--- src/hw/esc_pkg.sv ---
// Package for the DMA event channel selector: register map, field layout, selector codes
package esc_pkg;
  // ==========================================================================
  // Register map (byte addresses)
  localparam logic [31:0] addr_event_select_ch0_3   = 32'h01a0ff00;
  localparam logic [31:0] addr_event_select_ch4_7   = 32'h01a0ff04;
  localparam logic [31:0] addr_unused_gap           = 32'h01a0ff08;
  localparam logic [31:0] addr_event_select_ch12_15 = 32'h01a0ff0c;
  // ==========================================================================
  // Field layout
  localparam int field_width  = 6;
  localparam int field_stride = 8;
  localparam int num_channels = 16;
  localparam int num_mappable = 12;
  localparam int num_events   = 13;
  localparam int first_chain  = 8;
  localparam int last_chain   = 11;
  localparam logic [31:0] field_mask = 32'h3f3f3f3f;
  // ==========================================================================
  // Reset values: identity mapping
  localparam logic [31:0] reset_event_select_ch0_3   = 32'h03020100;
  localparam logic [31:0] reset_event_select_ch4_7   = 32'h07060504;
  localparam logic [31:0] reset_event_select_ch12_15 = 32'h0f0e0d0c;
  // ==========================================================================
  // Selector codes
  localparam logic [5:0] code_host_port     = 6'h00;
  localparam logic [5:0] code_timer0        = 6'h01;
  localparam logic [5:0] code_timer1        = 6'h02;
  localparam logic [5:0] code_refresh_timer = 6'h03;
  localparam logic [5:0] code_gp_pin4       = 6'h04;
  localparam logic [5:0] code_gp_pin5       = 6'h05;
  localparam logic [5:0] code_gp_pin6       = 6'h06;
  localparam logic [5:0] code_gp_pin7       = 6'h07;
  localparam logic [5:0] code_gp_pin2       = 6'h0a;
  localparam logic [5:0] code_serial0_tx    = 6'h0c;
  localparam logic [5:0] code_serial0_rx    = 6'h0d;
  localparam logic [5:0] code_serial1_tx    = 6'h0e;
  localparam logic [5:0] code_serial1_rx    = 6'h0f;

  // Event sources in one carrier
  typedef struct packed {
    logic host_port_event;
    logic timer0_event;
    logic timer1_event;
    logic refresh_timer_event;
    logic gp_pin4_event;
    logic gp_pin5_event;
    logic gp_pin6_event;
    logic gp_pin7_event;
    logic gp_pin2_event;
    logic serial0_tx_event;
    logic serial0_rx_event;
    logic serial1_tx_event;
    logic serial1_rx_event;
  } esc_events_type;

  // APB request carrier
  typedef struct packed {
    logic        psel;
    logic        penable;
    logic        pwrite;
    logic [31:0] paddr;
    logic [31:0] pwdata;
  } esc_apb_req_type;
endpackage

--- src/hw/esc_selector.sv ---
// DMA event channel selector: APB registers and event-to-channel routing
// Function
// - Sixteen DMA channel trigger outputs, each driven by one event.
// - Channels 8 to 11 follow chaining codes only; twelve channels remap.
// - Selector registers decode at 0x01A0FF00, 0x01A0FF04 and 0x01A0FF0C.
// - Each mappable channel has a 6-bit code choosing its event.
// - Fields at bits 5:0, 13:8, 21:16, 29:24 in channel order.
// - Reset loads identity mapping: code equals channel number.
// - Codes map to host port, timers, refresh, gp pins, serial ports.
// - Two-bit gaps between fields are read-only zero.
// - Code fields are read/write; writes change routing immediately after.
// - Gp pin events come from the gpio block, not raw pins.
//
// Register access over APB was left to the implementer.
module esc_selector (
  input  wire logic                     clk,
  input  wire logic                     rst_b,
  input  wire esc_pkg::esc_apb_req_type apb_req,
  output logic [31:0]                   prdata,
  output logic                          pready,
  output logic                          pslverr,
  input  wire esc_pkg::esc_events_type  events,
  input  wire logic [3:0]               chain_code_in,
  output logic [15:0]                   channel_trigger
);
  // ==========================================================================
  // Register storage
  logic [31:0] event_select_ch0_3;
  logic [31:0] event_select_ch4_7;
  logic [31:0] event_select_ch12_15;

  // ==========================================================================
  // APB decode; zero wait states, every access answered in its access cycle
  wire logic access    = apb_req.psel & apb_req.penable;
  wire logic wr        = access & apb_req.pwrite;
  wire logic hit_0_3   = (apb_req.paddr == esc_pkg::addr_event_select_ch0_3);
  wire logic hit_4_7   = (apb_req.paddr == esc_pkg::addr_event_select_ch4_7);
  wire logic hit_12_15 = (apb_req.paddr == esc_pkg::addr_event_select_ch12_15);
  // Gap kept masked to zero; writes fall through unnoticed
  wire logic [31:0] wdata_masked = apb_req.pwdata & esc_pkg::field_mask;

  assign pready  = 1'b1;
  assign pslverr = 1'b0;

  always_ff @(posedge clk) begin
    if (!rst_b) begin
      event_select_ch0_3   <= esc_pkg::reset_event_select_ch0_3;
      event_select_ch4_7   <= esc_pkg::reset_event_select_ch4_7;
      event_select_ch12_15 <= esc_pkg::reset_event_select_ch12_15;
    end else begin
      if (wr && hit_0_3)   event_select_ch0_3   <= wdata_masked;
      if (wr && hit_4_7)   event_select_ch4_7   <= wdata_masked;
      if (wr && hit_12_15) event_select_ch12_15 <= wdata_masked;
    end
  end

  // Read data registered during setup so it is stable through the access phase
  wire logic setup = apb_req.psel & ~apb_req.penable;
  wire logic [31:0] next_prdata =
    hit_0_3   ? event_select_ch0_3 :
    hit_4_7   ? event_select_ch4_7 :
    hit_12_15 ? event_select_ch12_15 : 32'h00000000;

  always_ff @(posedge clk) begin
    if (!rst_b) begin
      prdata <= 32'h00000000;
    end else if (setup) begin
      prdata <= next_prdata;
    end
  end

  // ==========================================================================
  // Routing
  function automatic logic pick_event(input logic [5:0] code,
                                      input esc_pkg::esc_events_type ev);
    logic r;
    r = 1'b0;
    unique case (code)
      esc_pkg::code_host_port:     r = ev.host_port_event;
      esc_pkg::code_timer0:        r = ev.timer0_event;
      esc_pkg::code_timer1:        r = ev.timer1_event;
      esc_pkg::code_refresh_timer: r = ev.refresh_timer_event;
      esc_pkg::code_gp_pin4:       r = ev.gp_pin4_event;
      esc_pkg::code_gp_pin5:       r = ev.gp_pin5_event;
      esc_pkg::code_gp_pin6:       r = ev.gp_pin6_event;
      esc_pkg::code_gp_pin7:       r = ev.gp_pin7_event;
      esc_pkg::code_gp_pin2:       r = ev.gp_pin2_event;
      esc_pkg::code_serial0_tx:    r = ev.serial0_tx_event;
      esc_pkg::code_serial0_rx:    r = ev.serial0_rx_event;
      esc_pkg::code_serial1_tx:    r = ev.serial1_tx_event;
      esc_pkg::code_serial1_rx:    r = ev.serial1_rx_event;
      default:                     r = 1'b0;
    endcase
    return r;
  endfunction

  // Field of a mappable channel; chaining channels never read this
  function automatic logic [5:0] field_of(input int ch,
                                          input logic [31:0] r0,
                                          input logic [31:0] r1,
                                          input logic [31:0] r3);
    logic [31:0] reg_sel;
    int          lane;
    reg_sel = (ch < 4) ? r0 : ((ch < 8) ? r1 : r3);
    lane    = ch % 4;
    return reg_sel[lane*esc_pkg::field_stride +: esc_pkg::field_width];
  endfunction

  // Events arrive from logic on this clock (gpio already edge-detected), so
  // no synchroniser; output registered to give a clean one-cycle trigger.
  logic [15:0] next_trigger;
  always_comb begin
    next_trigger = 16'h0000;
    for (int ch = 0; ch < esc_pkg::num_channels; ch++) begin
      if (ch < esc_pkg::first_chain || ch > esc_pkg::last_chain) begin
        next_trigger[ch] = pick_event(field_of(ch, event_select_ch0_3,
                                               event_select_ch4_7,
                                               event_select_ch12_15), events);
      end
    end
    // Chaining channels own no field, so no register write can steal them
    next_trigger[esc_pkg::last_chain:esc_pkg::first_chain] = chain_code_in;
  end

  always_ff @(posedge clk) begin
    if (!rst_b) begin
      channel_trigger <= 16'h0000;
    end else begin
      channel_trigger <= next_trigger;
    end
  end

  // ==========================================================================
  // Assertions
  property p_gap_zero;
    @(posedge clk) disable iff (!rst_b)
      ((event_select_ch0_3 | event_select_ch4_7 | event_select_ch12_15)
        & ~esc_pkg::field_mask) == 32'h00000000;
  endproperty
  a_gap_zero: assert property (p_gap_zero) else $error("gap bits set");

  property p_write_lands;
    @(posedge clk) disable iff (!rst_b)
      (wr && hit_4_7) |=> (event_select_ch4_7 == $past(wdata_masked));
  endproperty
  a_write_lands: assert property (p_write_lands) else $error("write lost");

  property p_gap_write_ignored;
    @(posedge clk) disable iff (!rst_b)
      (wr && apb_req.paddr == esc_pkg::addr_unused_gap) |=>
        $stable(event_select_ch0_3) && $stable(event_select_ch4_7) &&
        $stable(event_select_ch12_15);
  endproperty
  a_gap_write_ignored: assert property (p_gap_write_ignored) else $error("gap write");

  property p_chain_route;
    @(posedge clk) disable iff (!rst_b)
      ##1 channel_trigger[11:8] == $past(chain_code_in);
  endproperty
  a_chain_route: assert property (p_chain_route) else $error("chain route");

  property p_ch15_timer0;
    @(posedge clk) disable iff (!rst_b)
      (event_select_ch12_15[29:24] == esc_pkg::code_timer0) |=>
        channel_trigger[15] == $past(events.timer0_event);
  endproperty
  a_ch15_timer0: assert property (p_ch15_timer0) else $error("ch15 route");

  property p_reserved_silent;
    @(posedge clk) disable iff (!rst_b)
      (event_select_ch0_3[5:0] >= 6'h10 || event_select_ch0_3[5:0] == 6'h08) |=>
        !channel_trigger[0];
  endproperty
  a_reserved_silent: assert property (p_reserved_silent) else $error("reserved");

  property p_ch4_gp;
    @(posedge clk) disable iff (!rst_b)
      (event_select_ch4_7[5:0] == esc_pkg::code_gp_pin4) |=>
        channel_trigger[4] == $past(events.gp_pin4_event);
  endproperty
  a_ch4_gp: assert property (p_ch4_gp) else $error("ch4 route");

  property p_read_data;
    @(posedge clk) disable iff (!rst_b)
      (setup && hit_12_15 && !wr) |=> prdata == $past(event_select_ch12_15);
  endproperty
  a_read_data: assert property (p_read_data) else $error("read data");

  property p_reset_identity;
    @(posedge clk) !rst_b |=> event_select_ch4_7 == esc_pkg::reset_event_select_ch4_7;
  endproperty
  a_reset_identity: assert property (p_reset_identity) else $error("reset map");

  // ==========================================================================
  // Register map assertions
  property p_reset_identity_0_3;
    @(posedge clk) !rst_b |=> event_select_ch0_3 == esc_pkg::reset_event_select_ch0_3;
  endproperty
  a_reset_identity_0_3: assert property (p_reset_identity_0_3) else $error("reset");

  property p_reset_identity_12_15;
    @(posedge clk) !rst_b |=>
      event_select_ch12_15 == esc_pkg::reset_event_select_ch12_15;
  endproperty
  a_reset_identity_12_15: assert property (p_reset_identity_12_15) else $error("reset");

  property p_reset_quiet;
    @(posedge clk) !rst_b |=>
      channel_trigger == 16'h0000 && prdata == 32'h00000000;
  endproperty
  a_reset_quiet: assert property (p_reset_quiet) else $error("reset outputs");

  property p_write_lands_0_3;
    @(posedge clk) disable iff (!rst_b)
      (wr && hit_0_3) |=> (event_select_ch0_3 == $past(wdata_masked));
  endproperty
  a_write_lands_0_3: assert property (p_write_lands_0_3) else $error("write lost");

  property p_write_lands_12_15;
    @(posedge clk) disable iff (!rst_b)
      (wr && hit_12_15) |=> (event_select_ch12_15 == $past(wdata_masked));
  endproperty
  a_write_lands_12_15: assert property (p_write_lands_12_15) else $error("write lost");

  property p_decode_exclusive;
    @(posedge clk) disable iff (!rst_b)
      (wr && hit_0_3) |=>
        $stable(event_select_ch4_7) && $stable(event_select_ch12_15);
  endproperty
  a_decode_exclusive: assert property (p_decode_exclusive) else $error("decode");

  property p_read_data_0_3;
    @(posedge clk) disable iff (!rst_b)
      (setup && hit_0_3) |=> prdata == $past(event_select_ch0_3);
  endproperty
  a_read_data_0_3: assert property (p_read_data_0_3) else $error("read data");

  property p_read_data_4_7;
    @(posedge clk) disable iff (!rst_b)
      (setup && hit_4_7) |=> prdata == $past(event_select_ch4_7);
  endproperty
  a_read_data_4_7: assert property (p_read_data_4_7) else $error("read data");

  property p_gap_read_zero;
    @(posedge clk) disable iff (!rst_b)
      (setup && !hit_0_3 && !hit_4_7 && !hit_12_15) |=> prdata == 32'h00000000;
  endproperty
  a_gap_read_zero: assert property (p_gap_read_zero) else $error("gap read");

  property p_read_gap_zero;
    @(posedge clk) disable iff (!rst_b)
      (prdata & ~esc_pkg::field_mask) == 32'h00000000;
  endproperty
  a_read_gap_zero: assert property (p_read_gap_zero) else $error("read gap bits");

  // ==========================================================================
  // Routing assertions
  property p_idle_no_trigger;
    @(posedge clk) disable iff (!rst_b)
      (events == '0 && chain_code_in == 4'h0) |=> channel_trigger == 16'h0000;
  endproperty
  a_idle_no_trigger: assert property (p_idle_no_trigger) else $error("stray trigger");

  property p_ch0_host;
    @(posedge clk) disable iff (!rst_b)
      (event_select_ch0_3[5:0] == esc_pkg::code_host_port) |=>
        channel_trigger[0] == $past(events.host_port_event);
  endproperty
  a_ch0_host: assert property (p_ch0_host) else $error("ch0 route");

  property p_ch6_host;
    @(posedge clk) disable iff (!rst_b)
      (event_select_ch4_7[21:16] == esc_pkg::code_host_port) |=>
        channel_trigger[6] == $past(events.host_port_event);
  endproperty
  a_ch6_host: assert property (p_ch6_host) else $error("ch6 route");

  property p_ch7_gp2;
    @(posedge clk) disable iff (!rst_b)
      (event_select_ch4_7[29:24] == esc_pkg::code_gp_pin2) |=>
        channel_trigger[7] == $past(events.gp_pin2_event);
  endproperty
  a_ch7_gp2: assert property (p_ch7_gp2) else $error("ch7 route");

  property p_ch12_serial;
    @(posedge clk) disable iff (!rst_b)
      (event_select_ch12_15[5:0] == esc_pkg::code_serial0_tx) |=>
        channel_trigger[12] == $past(events.serial0_tx_event);
  endproperty
  a_ch12_serial: assert property (p_ch12_serial) else $error("ch12 route");

  property p_reserved_ch1;
    @(posedge clk) disable iff (!rst_b)
      (event_select_ch0_3[13:8] == 6'h09 || event_select_ch0_3[13:8] == 6'h0b) |=>
        !channel_trigger[1];
  endproperty
  a_reserved_ch1: assert property (p_reserved_ch1) else $error("reserved");

  c_write: cover property (@(posedge clk) disable iff (!rst_b) wr && hit_0_3);
  c_gap_read: cover property (@(posedge clk) disable iff (!rst_b)
    access && apb_req.paddr == esc_pkg::addr_unused_gap);
  c_trigger: cover property (@(posedge clk) disable iff (!rst_b) channel_trigger[12]);
  c_remap_timer0: cover property (@(posedge clk) disable iff (!rst_b)
    event_select_ch12_15[29:24] == esc_pkg::code_timer0 && channel_trigger[15]);
  c_reserved: cover property (@(posedge clk) disable iff (!rst_b)
    event_select_ch0_3[5:0] == 6'h08);
endmodule

--- config.mk ---
export PLATFORM = sky130hd
export DESIGN_NAME = esc_selector
export DESIGN_NICKNAME = d
export VERILOG_FILES = /design/src/hw/esc_pkg.sv /design/src/hw/esc_selector.sv
export SDC_FILE = /design/constraint.sdc
export NUM_CORES = 1
export LEC_CHECK = 0
export ABC_AREA = 1
export CORE_MARGIN = 2
export CORE_UTILIZATION = 25
export DETAILED_ROUTE_END_ITERATION = 6
export DONT_BUFFER_PORTS = 1
export GPL_TIMING_DRIVEN = 0
export PLACE_DENSITY = 0.38
export SLEW_MARGIN = 25
export SYNTH_ARGS = -nofsm -noshare
export SYNTH_HDL_FRONTEND = slang
export SYNTH_SLANG_ARGS = --single-unit
--- constraint.sdc ---
create_clock -name clk -period 3.2 [get_ports clk]
set_input_delay 0.48 -clock clk [delete_from_list [all_inputs] [get_ports clk]]
set_output_delay 0.48 -clock clk [all_outputs]
set_load 0.05 [all_outputs]
Word-level counts from Yosys, hierarchy flattened
Cells that the tools add are included.

cells by class
  reduce and logical (&&, ||, !) cells = 15
  bitwise logic cells = 4
  mux-type cells = 15
  equal/unequal tests = 147

operators by type and width
  cell                                                                     count
  6-bit by 4-bit equality test with 1-bit output, second input constant    60
  6-bit by 3-bit equality test with 1-bit output, second input constant    48
  1-bit one-hot mux with 13 select lines                                   12
  6-bit by 2-bit equality test with 1-bit output, second input constant    24
  32-bit by 25-bit equality test with 1-bit output, second input constant  3
  30-bit 2-to-1 mux                                                        3
  6-bit by 1-bit equality test with 1-bit output, second input constant    12
  6-bit logical NOT                                                        12
  1-bit bitwise AND                                                        3
  1-bit logical AND                                                        3
  1-bit inverter                                                           1

word-level totals
  bits in registers = 120
  input port bits = 86
  logic and storage cells = 186
  output and inout bits = 50

Longest topological paths before layout
Gate-level depths: netlist of run 1.

  depth in word-level cells = 4
  gate-level depth with buffers = 12

Least setup slack after synthesis of run 1
OpenSTA, ideal clock, no wires.

  path type = input-to-reg
  start = in apb_req[48] in the netlist's numbering
  end = reg prdata[8]
  arrival time = 1.485 ns
  data required time = 3.068 ns
  library setup time = 0.132 ns
  buffers on the path = 2
  setup slack = 1.582 ns
  stages on the path = 12
  cells stage by stage = inv_1 nand2_1 nor2_1 nand2_1 nor2_4 buf_8 buf_4 nand3_1 nand2_1 inv_1 nand2_1 a21oi_1

between the ends
  longest elaborated chain between the ends = 4
  elaborated cells between the ends (all ways) = 6

ends and longest elaborated chain
  item                                              line                text
  start, declared                                   esc_selector.sv:18  input wire esc_pkg::esc_apb_req_type apb_req,
  32-bit by 25-bit equality test with 1-bit output  esc_selector.sv:38  wire logic hit_12_15 = (apb_req.paddr == esc_pkg::addr_event_select_ch12_15);
  30-bit 2-to-1 mux                                 esc_selector.sv:62  hit_12_15 ? event_select_ch12_15 : 32'h00000000;
  30-bit 2-to-1 mux                                 esc_selector.sv:61  hit_4_7 ? event_select_ch4_7 :
  30-bit 2-to-1 mux *                               esc_selector.sv:60  hit_0_3 ? event_select_ch0_3 :
  end signal, assigned                              esc_selector.sv:68  prdata <= next_prdata;
  end, declared                                     esc_selector.sv:19  output logic [31:0] prdata,

Mark *: on every way between the ends. The rest lies on a longest branch, timed or not.
A chain may end at the register's enable or synchronous reset.

Worst setup path after layout of run 1
  start = in apb_req[41] in the netlist's numbering
  end = reg event_select_ch12_15[25]

between the ends
  longest elaborated chain between the ends = 2

ends and longest elaborated chain
  item                                              line                text
  32-bit by 25-bit equality test with 1-bit output  esc_selector.sv:38
  1-bit logical AND                                 esc_selector.sv:53  if (wr && hit_12_15) event_select_ch12_15 <= wdata_masked;
  end signal, assigned                              esc_selector.sv:49  event_select_ch12_15 <= esc_pkg::reset_event_select_ch12_15;
  end signal, assigned                              esc_selector.sv:53
  end, declared                                     esc_selector.sv:30  logic [31:0] event_select_ch12_15;

No other way between the ends.

==> reports/results.ini, run 1 <==
[clock_network]
clock_edge_transition_at_the_registers_on_the_reported_setup_and_hold_paths_ns = 0.09
ctsHoldBuffers = 0
cts.repair.resized = 0
post_cts_buffers = 0
tritoncts_num_sinks = 112
cts_bufs_inserted = 9
cts_tree = built
cts_max_path_buffers = 2
ctsRootBufferMaster = sky130_fd_sc_hd__clkbuf_16
cts_htree_levels = 3
worst_skew_pair.late_latency_ns = 0.37

[place]
place_ws_ns = 1.05
dpl-instance-area_um2 = 6740
port-buffer-count = 0
gp_congestion = 0.851
dp.final_hpwl_um = 20600

[routing]
ant_nets = 0
drtIter0Drc = 609
drc = 0
dr_total_vias = 6845
drt-total-wl_um = 28200
post_drt_wl_per_cell_um = 21.6
viasPerCell = 5.24
pre_antenna_drt_iters = 5

[finish]
n_fill_cell = 2842
area_growth_pct = 12.0
layout-drive-gt1-share = 0.0738
regArea_um2 = 2240
final_nets = 1057
num_antenna_cells = 0
layout.cells.most_common_list = sky130_fd_sc_hd__nand2_1, sky130_fd_sc_hd__nand3_1, sky130_fd_sc_hd__dfxtp_1, sky130_fd_sc_hd__inv_1, sky130_fd_sc_hd__a21oi_1
area_taken_by_multi_input_logic_gates_um2 = 3250
mostFrequentLayoutCell = sky130_fd_sc_hd__nand2_1
final_area_um2 = 7050

[timing]
hold_viol = 0
number_of_pins_with_negative_max_slew_slack_in_the_final_report = 0
final_min_period_over_clock_period = 0.557
fmax_mhz = 561
finalSetupViolations = 0
worst_slew_slack_as_a_fraction_of_its_limit = 0.423
fin_worst_skew_ns = 0.00818
finalCriticalPeriod_ns = 1.78
worst-slew-pin-transition_ns = 0.866
final_critical_path_setup_slack_ns = 1.42
rsz0062_at_grt = no
setup_tns_final_ns = 0

[worst_hold_path]
worst_hold_path_type = primary input to flop

[pwr]
ir_worst_vdd_v = 0.000223
power_density_nw_per_um2 = 415
cellLeakagePower_nw = 3.08

[synthesis]
synth-async-reset-ratio = 0
ys_seq_elements = 112
post_synth_num_cell_types = 33
synth_edf_count = 0
ys.warnings.count = 0
ys.flop_type = sky130_fd_sc_hd__dfxtp_1
synthCells = 952
post_syn_area_um2 = 6300
seq_area_frac_synth = 0.356
avgSynthCellArea_um2 = 6.62

[global_routing]
groute.usage.overall = 0.211
grt.met1_usage = 0.272
grt_first_pass_wirelength_um = 40600
number_of_global_route_vias_before_repair = 6287
maximum_number_of_pins_on_one_net_before_global_route_repair = 21
grt_antenna_before_repair = 0
busiest_layer_in_global_routing = met2
grt.met3_usage = 0.0379
overflow = 0
grt.met2_usage = 0.349

[run_status]
outcome = complete, no violations

[floorplanning]
starting_density_of_the_core = 0.252
die_w_um = 163
io-pin-count = 136
floorplan.core_area_um2 = 25000
die_area_um2 = 26500
floorplan.rows = 58
die_height_um = 163

[setup_path]
crit_path_start_kind = primary input
critical_path_required_ns = 3.50
setup.worst_path.class = primary input to flop
cp-end-kind = flop
critPathArrivalTime_ns = 2.08
critical_path.max_fanout = 10

[run]
maxCapViolations = 0

Yosys cell counts, types with 4 or more instances:
cell | number | area share
sky130_fd_sc_hd__nand2_1 | 171 | 0.10
sky130_fd_sc_hd__buf_2 | 15 | 0.012
sky130_fd_sc_hd__a21oi_1 | 88 | 0.070
sky130_fd_sc_hd__o22ai_1 | 59 | 0.059
sky130_fd_sc_hd__nor2_1 | 66 | 0.039
sky130_fd_sc_hd__o21ai_1 | 14 | 0.011
sky130_fd_sc_hd__o211ai_1 | 10 | 0.012
sky130_fd_sc_hd__inv_1 | 109 | 0.065
sky130_fd_sc_hd__nor3_1 | 27 | 0.021
sky130_fd_sc_hd__or2_2 | 4 | 0.0040
sky130_fd_sc_hd__buf_6 | 12 | 0.021
sky130_fd_sc_hd__o21ai_0 | 76 | 0.060
sky130_fd_sc_hd__dfxtp_1 | 112 | 0.36
sky130_fd_sc_hd__a31oi_1 | 4 | 0.0040
sky130_fd_sc_hd__clkbuf_1 | 24 | 0.014
sky130_fd_sc_hd__nand3_1 | 117 | 0.093
sky130_fd_sc_hd__buf_4 | 11 | 0.013
through the flow:
stage | std cells | power, mW | util | hold slack [ns]
6_report | 1306 | 2.93 | 0.283 | 0.203
2_1_floorplan | 960 | 1.62 | - | 0.494
3_5_place_dp | 1290 | 1.70 | 0.270 | 0.532
4_1_cts | 1306 | 2.96 | 0.283 | 0.193
3_3_place_gp | 1290 | 1.70 | 0.270 | 0.527
5_1_grt | 1306 | 3.03 | 0.283 | 0.205
report_power, final:
group | total, mW | internal, mW | switching, mW
Clock | 1.26 | 0.628 | 0.636
Combinational | 0.220 | 0.0533 | 0.166
Sequential | 1.45 | 1.40 | 0.0421
Total | 2.93 | 2.08 | 0.844
layout make-up:
class	instances	share of cell area
multi-input combinational	670	0.461
buffer	63	0.0564
tap	330	0.0585
inverter	115	0.0617
sequential	112	0.318
clock inverter	7	0.0121
clock buffer	9	0.0319
sequential cells by signal, indices dropped and copies added, names as in the netlist:
| register | count |
|---|---|
| prdata | 24 |
| event_select_ch4_7 | 24 |
| event_select_ch12_15 | 24 |
| event_select_ch0_3 | 24 |
| channel_trigger | 16 |
layer usage:
layer / vias to the layer above / wire length [um]
met2: 349 / 13200
met3: 56 / 2090
met5: - / 0
li1: 3245 / -
met4: 0 / 884
met1: 3195 / 12100
worst max-delay path: stages:
cell and delay (ns):
sky130_fd_sc_hd__nand2_1 0.03, sky130_fd_sc_hd__nor2_1 0.12, sky130_fd_sc_hd__nand2_2 0.16, sky130_fd_sc_hd__nor2_4 0.30
sky130_fd_sc_hd__nand3_2 0.25, sky130_fd_sc_hd__clkinv_2 0.18, sky130_fd_sc_hd__buf_2 0.30, sky130_fd_sc_hd__a21oi_1 0.13
sky130_fd_sc_hd__o21ai_0 0.11
cell families (layout without fill, tap and decap cells):
logic type | after synthesis | in the layout | share of synthesized area
buffers and inverters | 178 | 194 | 0.132
AOI/OAI and AO/OA | 258 | 258 | 0.225
other | 2 | 10 | 0.00119
DFF | 112 | 112 | 0.356
and+or+nand+nor | 402 | 402 | 0.285
final timing paths:
path / from / end / slack [ns] / cells past startpoint
max: apb_req[41] / event_select_ch12_15[25] / 1.42 / 9
min: chain_code_in[3] / channel_trigger[11] / 0.20 / 2
max reg2reg: event_select_ch4_7[17] / channel_trigger[6] / 1.65 / 7
min reg2reg: event_select_ch0_3[12] / event_select_ch0_3[12] / 0.55 / 2
Power figures use the tool's default switching activity.
==> run 2: changes to the inputs <==
Settings changed: ABC_AREA 1 to 0.
Clock period 3.2 ns to 1.8 ns, I/O delays scaled along.
==> run 2 against run 1 <==
  * Critical path type unchanged
  * Sequential share of layout area increased by 1.0 points
  * Clock power increased by 69%
  * Synthesized cell count decreased by 37%
  * Core utilization increased by 0.84 points
  * Cell area decreased by 2.6%
==> reports/results.ini, run 2 <==
[run_status]
outcome = complete, no violations

[synthesis]
synthCells = 602  ; -37%
post_syn_area_um2 = 6050  ; -4.0%
synthTopCellsByArea = sky130_fd_sc_hd__dfxtp_1, sky130_fd_sc_hd__mux2i_1, sky130_fd_sc_hd__mux4_2
ys.flop_type = sky130_fd_sc_hd__dfxtp_1
synth.cells.most_frequent = sky130_fd_sc_hd__dfxtp_1, sky130_fd_sc_hd__nand2_1, sky130_fd_sc_hd__mux2i_1
post_synth_num_cell_types = 43  ; +30%
ys_seq_elements = 112  ; unchanged
synth_edf_count = 0  ; unchanged
ys.warnings.count = 0  ; unchanged
synth_most_common_cell = sky130_fd_sc_hd__dfxtp_1
seq_area_frac_synth = 0.371  ; +0.0148
synth_area_leader_cell = sky130_fd_sc_hd__dfxtp_1
avgSynthCellArea_um2 = 10.0  ; +52%
synth-async-reset-ratio = 0  ; unchanged
netlist.area_leader.share = 0.371  ; +0.0148

[pwr]
proportion_of_power_drawn_by_flip_flops_and_latches = 0.498  ; +0.004
ir_worst_vdd_v = 0.000387  ; +74%
power_density_nw_per_um2 = 752  ; +81%
power.switching_fraction = 0.267  ; -0.0208
finalPower_mw = 5.16  ; +76%
combinational_cell_fraction_of_total_power = 0.089  ; +0.014
internal_power_mw = 3.78  ; +81%
cellLeakagePower_nw = 2.86  ; -7.2%
pwr-share-clk = 0.413  ; -0.018
switching_power_mw = 1.38  ; +64%

[timing]
worst-slew-pin-transition_ns = 0.911  ; +0.0446 ns
finalCriticalPeriod_ns = 1.74
finalSetupViolations = 0  ; unchanged
hold_viol = 0  ; unchanged
worst_slew_slack_as_a_fraction_of_its_limit = 0.393  ; -0.0298
fmax_mhz = 576
fin_worst_skew_ns = 0.00755  ; -0.000633 ns
final_min_period_over_clock_period = 0.965
number_of_pins_with_negative_max_slew_slack_in_the_final_report = 0  ; unchanged
rsz0062_at_grt = no

[routing]
drtIter0Drc = 338  ; -44%
drt-total-wl_um = 20900  ; -26%
drc = 0  ; unchanged
viasPerCell = 4.98  ; -5.0%
post_drt_wl_per_cell_um = 22.1  ; +2.2%
dr_total_vias = 4711  ; -31%
pre_antenna_drt_iters = 4  ; -1
ant_nets = 0  ; unchanged

[global_routing]
overflow = 0  ; unchanged
grt_first_pass_wirelength_um = 31100  ; -24%
maximum_number_of_pins_on_one_net_before_global_route_repair = 19  ; -9.5%
number_of_global_route_vias_before_repair = 4751  ; -24%
grt_antenna_before_repair = 1  ; +1
groute.usage.overall = 0.164  ; -0.0471

[clock_network]
ctsRootBufferMaster = sky130_fd_sc_hd__clkbuf_16
cts_bufs_inserted = 9  ; unchanged
clock_edge_transition_at_the_registers_on_the_reported_setup_and_hold_paths_ns = 0.08  ; about the same
worst_skew_pair.late_latency_ns = 0.36  ; about the same
cts_tree = built
tritoncts_num_sinks = 112  ; unchanged
cts_max_path_buffers = 2  ; unchanged
ctsHoldBuffers = 0  ; unchanged
cts_htree_levels = 3  ; unchanged

[floorplanning]
die_w_um = 160  ; -2.0%
floorplan.core_area_um2 = 23600  ; -5.4%
die_height_um = 160  ; -2.0%
io-pin-count = 136  ; unchanged
starting_density_of_the_core = 0.256  ; +0.00379
die_area_um2 = 25500  ; -3.9%
floorplan.rows = 56  ; -3.4%

[finish]
mostFrequentLayoutCell = sky130_fd_sc_hd__dfxtp_1
layout.cells.most_common_list = sky130_fd_sc_hd__dfxtp_1, sky130_fd_sc_hd__nand2_1, sky130_fd_sc_hd__mux2i_1, sky130_fd_sc_hd__nor2b_1, sky130_fd_sc_hd__clkbuf_1
layout-drive-gt1-share = 0.192  ; +0.118
final_area_um2 = 6870  ; -2.6%
area_growth_pct = 13.6
final_nets = 707  ; -33%

[setup_path]
critical_path_required_ns = 2.08  ; -1.42 ns
critical_path_buffers_and_inverters = 2  ; unchanged
worstPathCellList = or4_1 -> nor4_4 -> buf_4 -> nand4_4 -> buf_6 -> mux2i_1
critical-path-top-delay-family = simple AND/OR/NAND/NOR gates
critical_path.max_fanout = 10  ; unchanged
crit_path_start_kind = primary input
worst_path_largest_cell_delay_ns = 0.57  ; +0.27 ns
cp-end-kind = flop
critPathArrivalTime_ns = 2.02  ; -0.06 ns
critPathSlowestCell = sky130_fd_sc_hd__or4_1
setup.worst_path.class = primary input to flop

[place]
gp_congestion = 0.796  ; -6.5%
dp.final_hpwl_um = 15300  ; -26%
port-buffer-count = 0  ; unchanged
dpl-instance-area_um2 = 6520  ; -3.3%

[worst_hold_path]
worst_hold_path_type = primary input to flop

[run]
maxCapViolations = 0  ; unchanged

[run 2: cell count changes after synthesis, moves of 71 or more]
cell and delta:
sky130_fd_sc_hd__a21oi_1 -77, sky130_fd_sc_hd__mux2i_1 +87, sky130_fd_sc_hd__inv_1 -107, sky130_fd_sc_hd__nand2_1 -75
sky130_fd_sc_hd__nand3_1 -116, sky130_fd_sc_hd__o21ai_0 -71
[run 2: final cells by class]
type                       count  area (um^2)
buffer                        59          320
tap                          319          399
timing repair buffer           3         22.5
antenna                        1         2.50
clock buffer                  10          239
multi-input combinational    434         3560
sequential                   112         2260
clock inverter                 6         67.6
fill                        2503        16700
inverter                       2         7.51
[run 2: worst register-to-register path: stages, from the launching register on]
cell and delay (ns):
sky130_fd_sc_hd__dfxtp_2 0.43, sky130_fd_sc_hd__mux4_2 0.51, sky130_fd_sc_hd__nor2b_1 0.14, sky130_fd_sc_hd__o311ai_0 0.33, sky130_fd_sc_hd__a21oi_1 0.12
[run 2: kinds of logic after synthesis]
logic type             share of synthesized area
flip-flops                                 0.371
AND/OR/NAND/NOR                            0.178
other                                    0.00124
buffers and inverters                     0.0492
multiplexers                               0.312
AO/OA/AOI/OAI                             0.0890
[run 2: per-stage QoR]
| step | utilization | setup TNS, ns | hold slack (ns) | instances | worst slack [ns] |
|---|---|---|---|---|---|
| finish | 0.291 | 0 | 0.0312 | 946 | 0.0633 |
| CTS | 0.290 | 0 | 0.0167 | 946 | 0.00340 |
| global route | 0.291 | 0 | 0.0257 | 945 | 0.00784 |
| floorplan | - | -8.68 | 0.397 | 610 | -0.141 |
| global placement | 0.276 | -32.81 | 0.402 | 929 | -0.523 |
| detailed placement | 0.276 | -37.14 | 0.407 | 929 | -0.578 |
[run 2: metal layers]
metal,track usage,share of wire,vias up,wire length [um]
li1,-,-,2190,-
met1,0.207,0.44,2363,9150
met2,0.283,0.49,146,10300
met3,0.0380,0.057,12,1190
met4,0.0384,0.013,0,279
met5,0,0,-,0
[run 2: final timing paths]
path,start,depth (start not counted),end,slack [ns]
setup reg to reg,event_select_ch4_7[8],4,channel_trigger[5],0.14
setup / recovery,apb_req[36],6,event_select_ch0_3[4],0.06
hold / removal,chain_code_in[0],1,channel_trigger[8],0.03
hold reg to reg,event_select_ch4_7[21],2,event_select_ch4_7[21],0.48
[run 2: repair_timing]
item | in CTS | in global routing
buffers inserted | 3 | 0
setup endpoints to repair | 56 | 26
gates cloned | 0 | 0
pin swaps | 4 | 0
hold endpoints to repair | 0 | 0
resized for setup | 3 | 16
[run 2: power by group through the flow]
stage,logic [mW],registers [mW],clock network [mW]
final,0.461,2.57,2.13
after global routing,0.493,2.57,2.29
after CTS,0.461,2.57,2.20
after detailed placement,0.460,2.63,0
after global placement,0.457,2.63,0
after floorplan,0.325,2.63,0
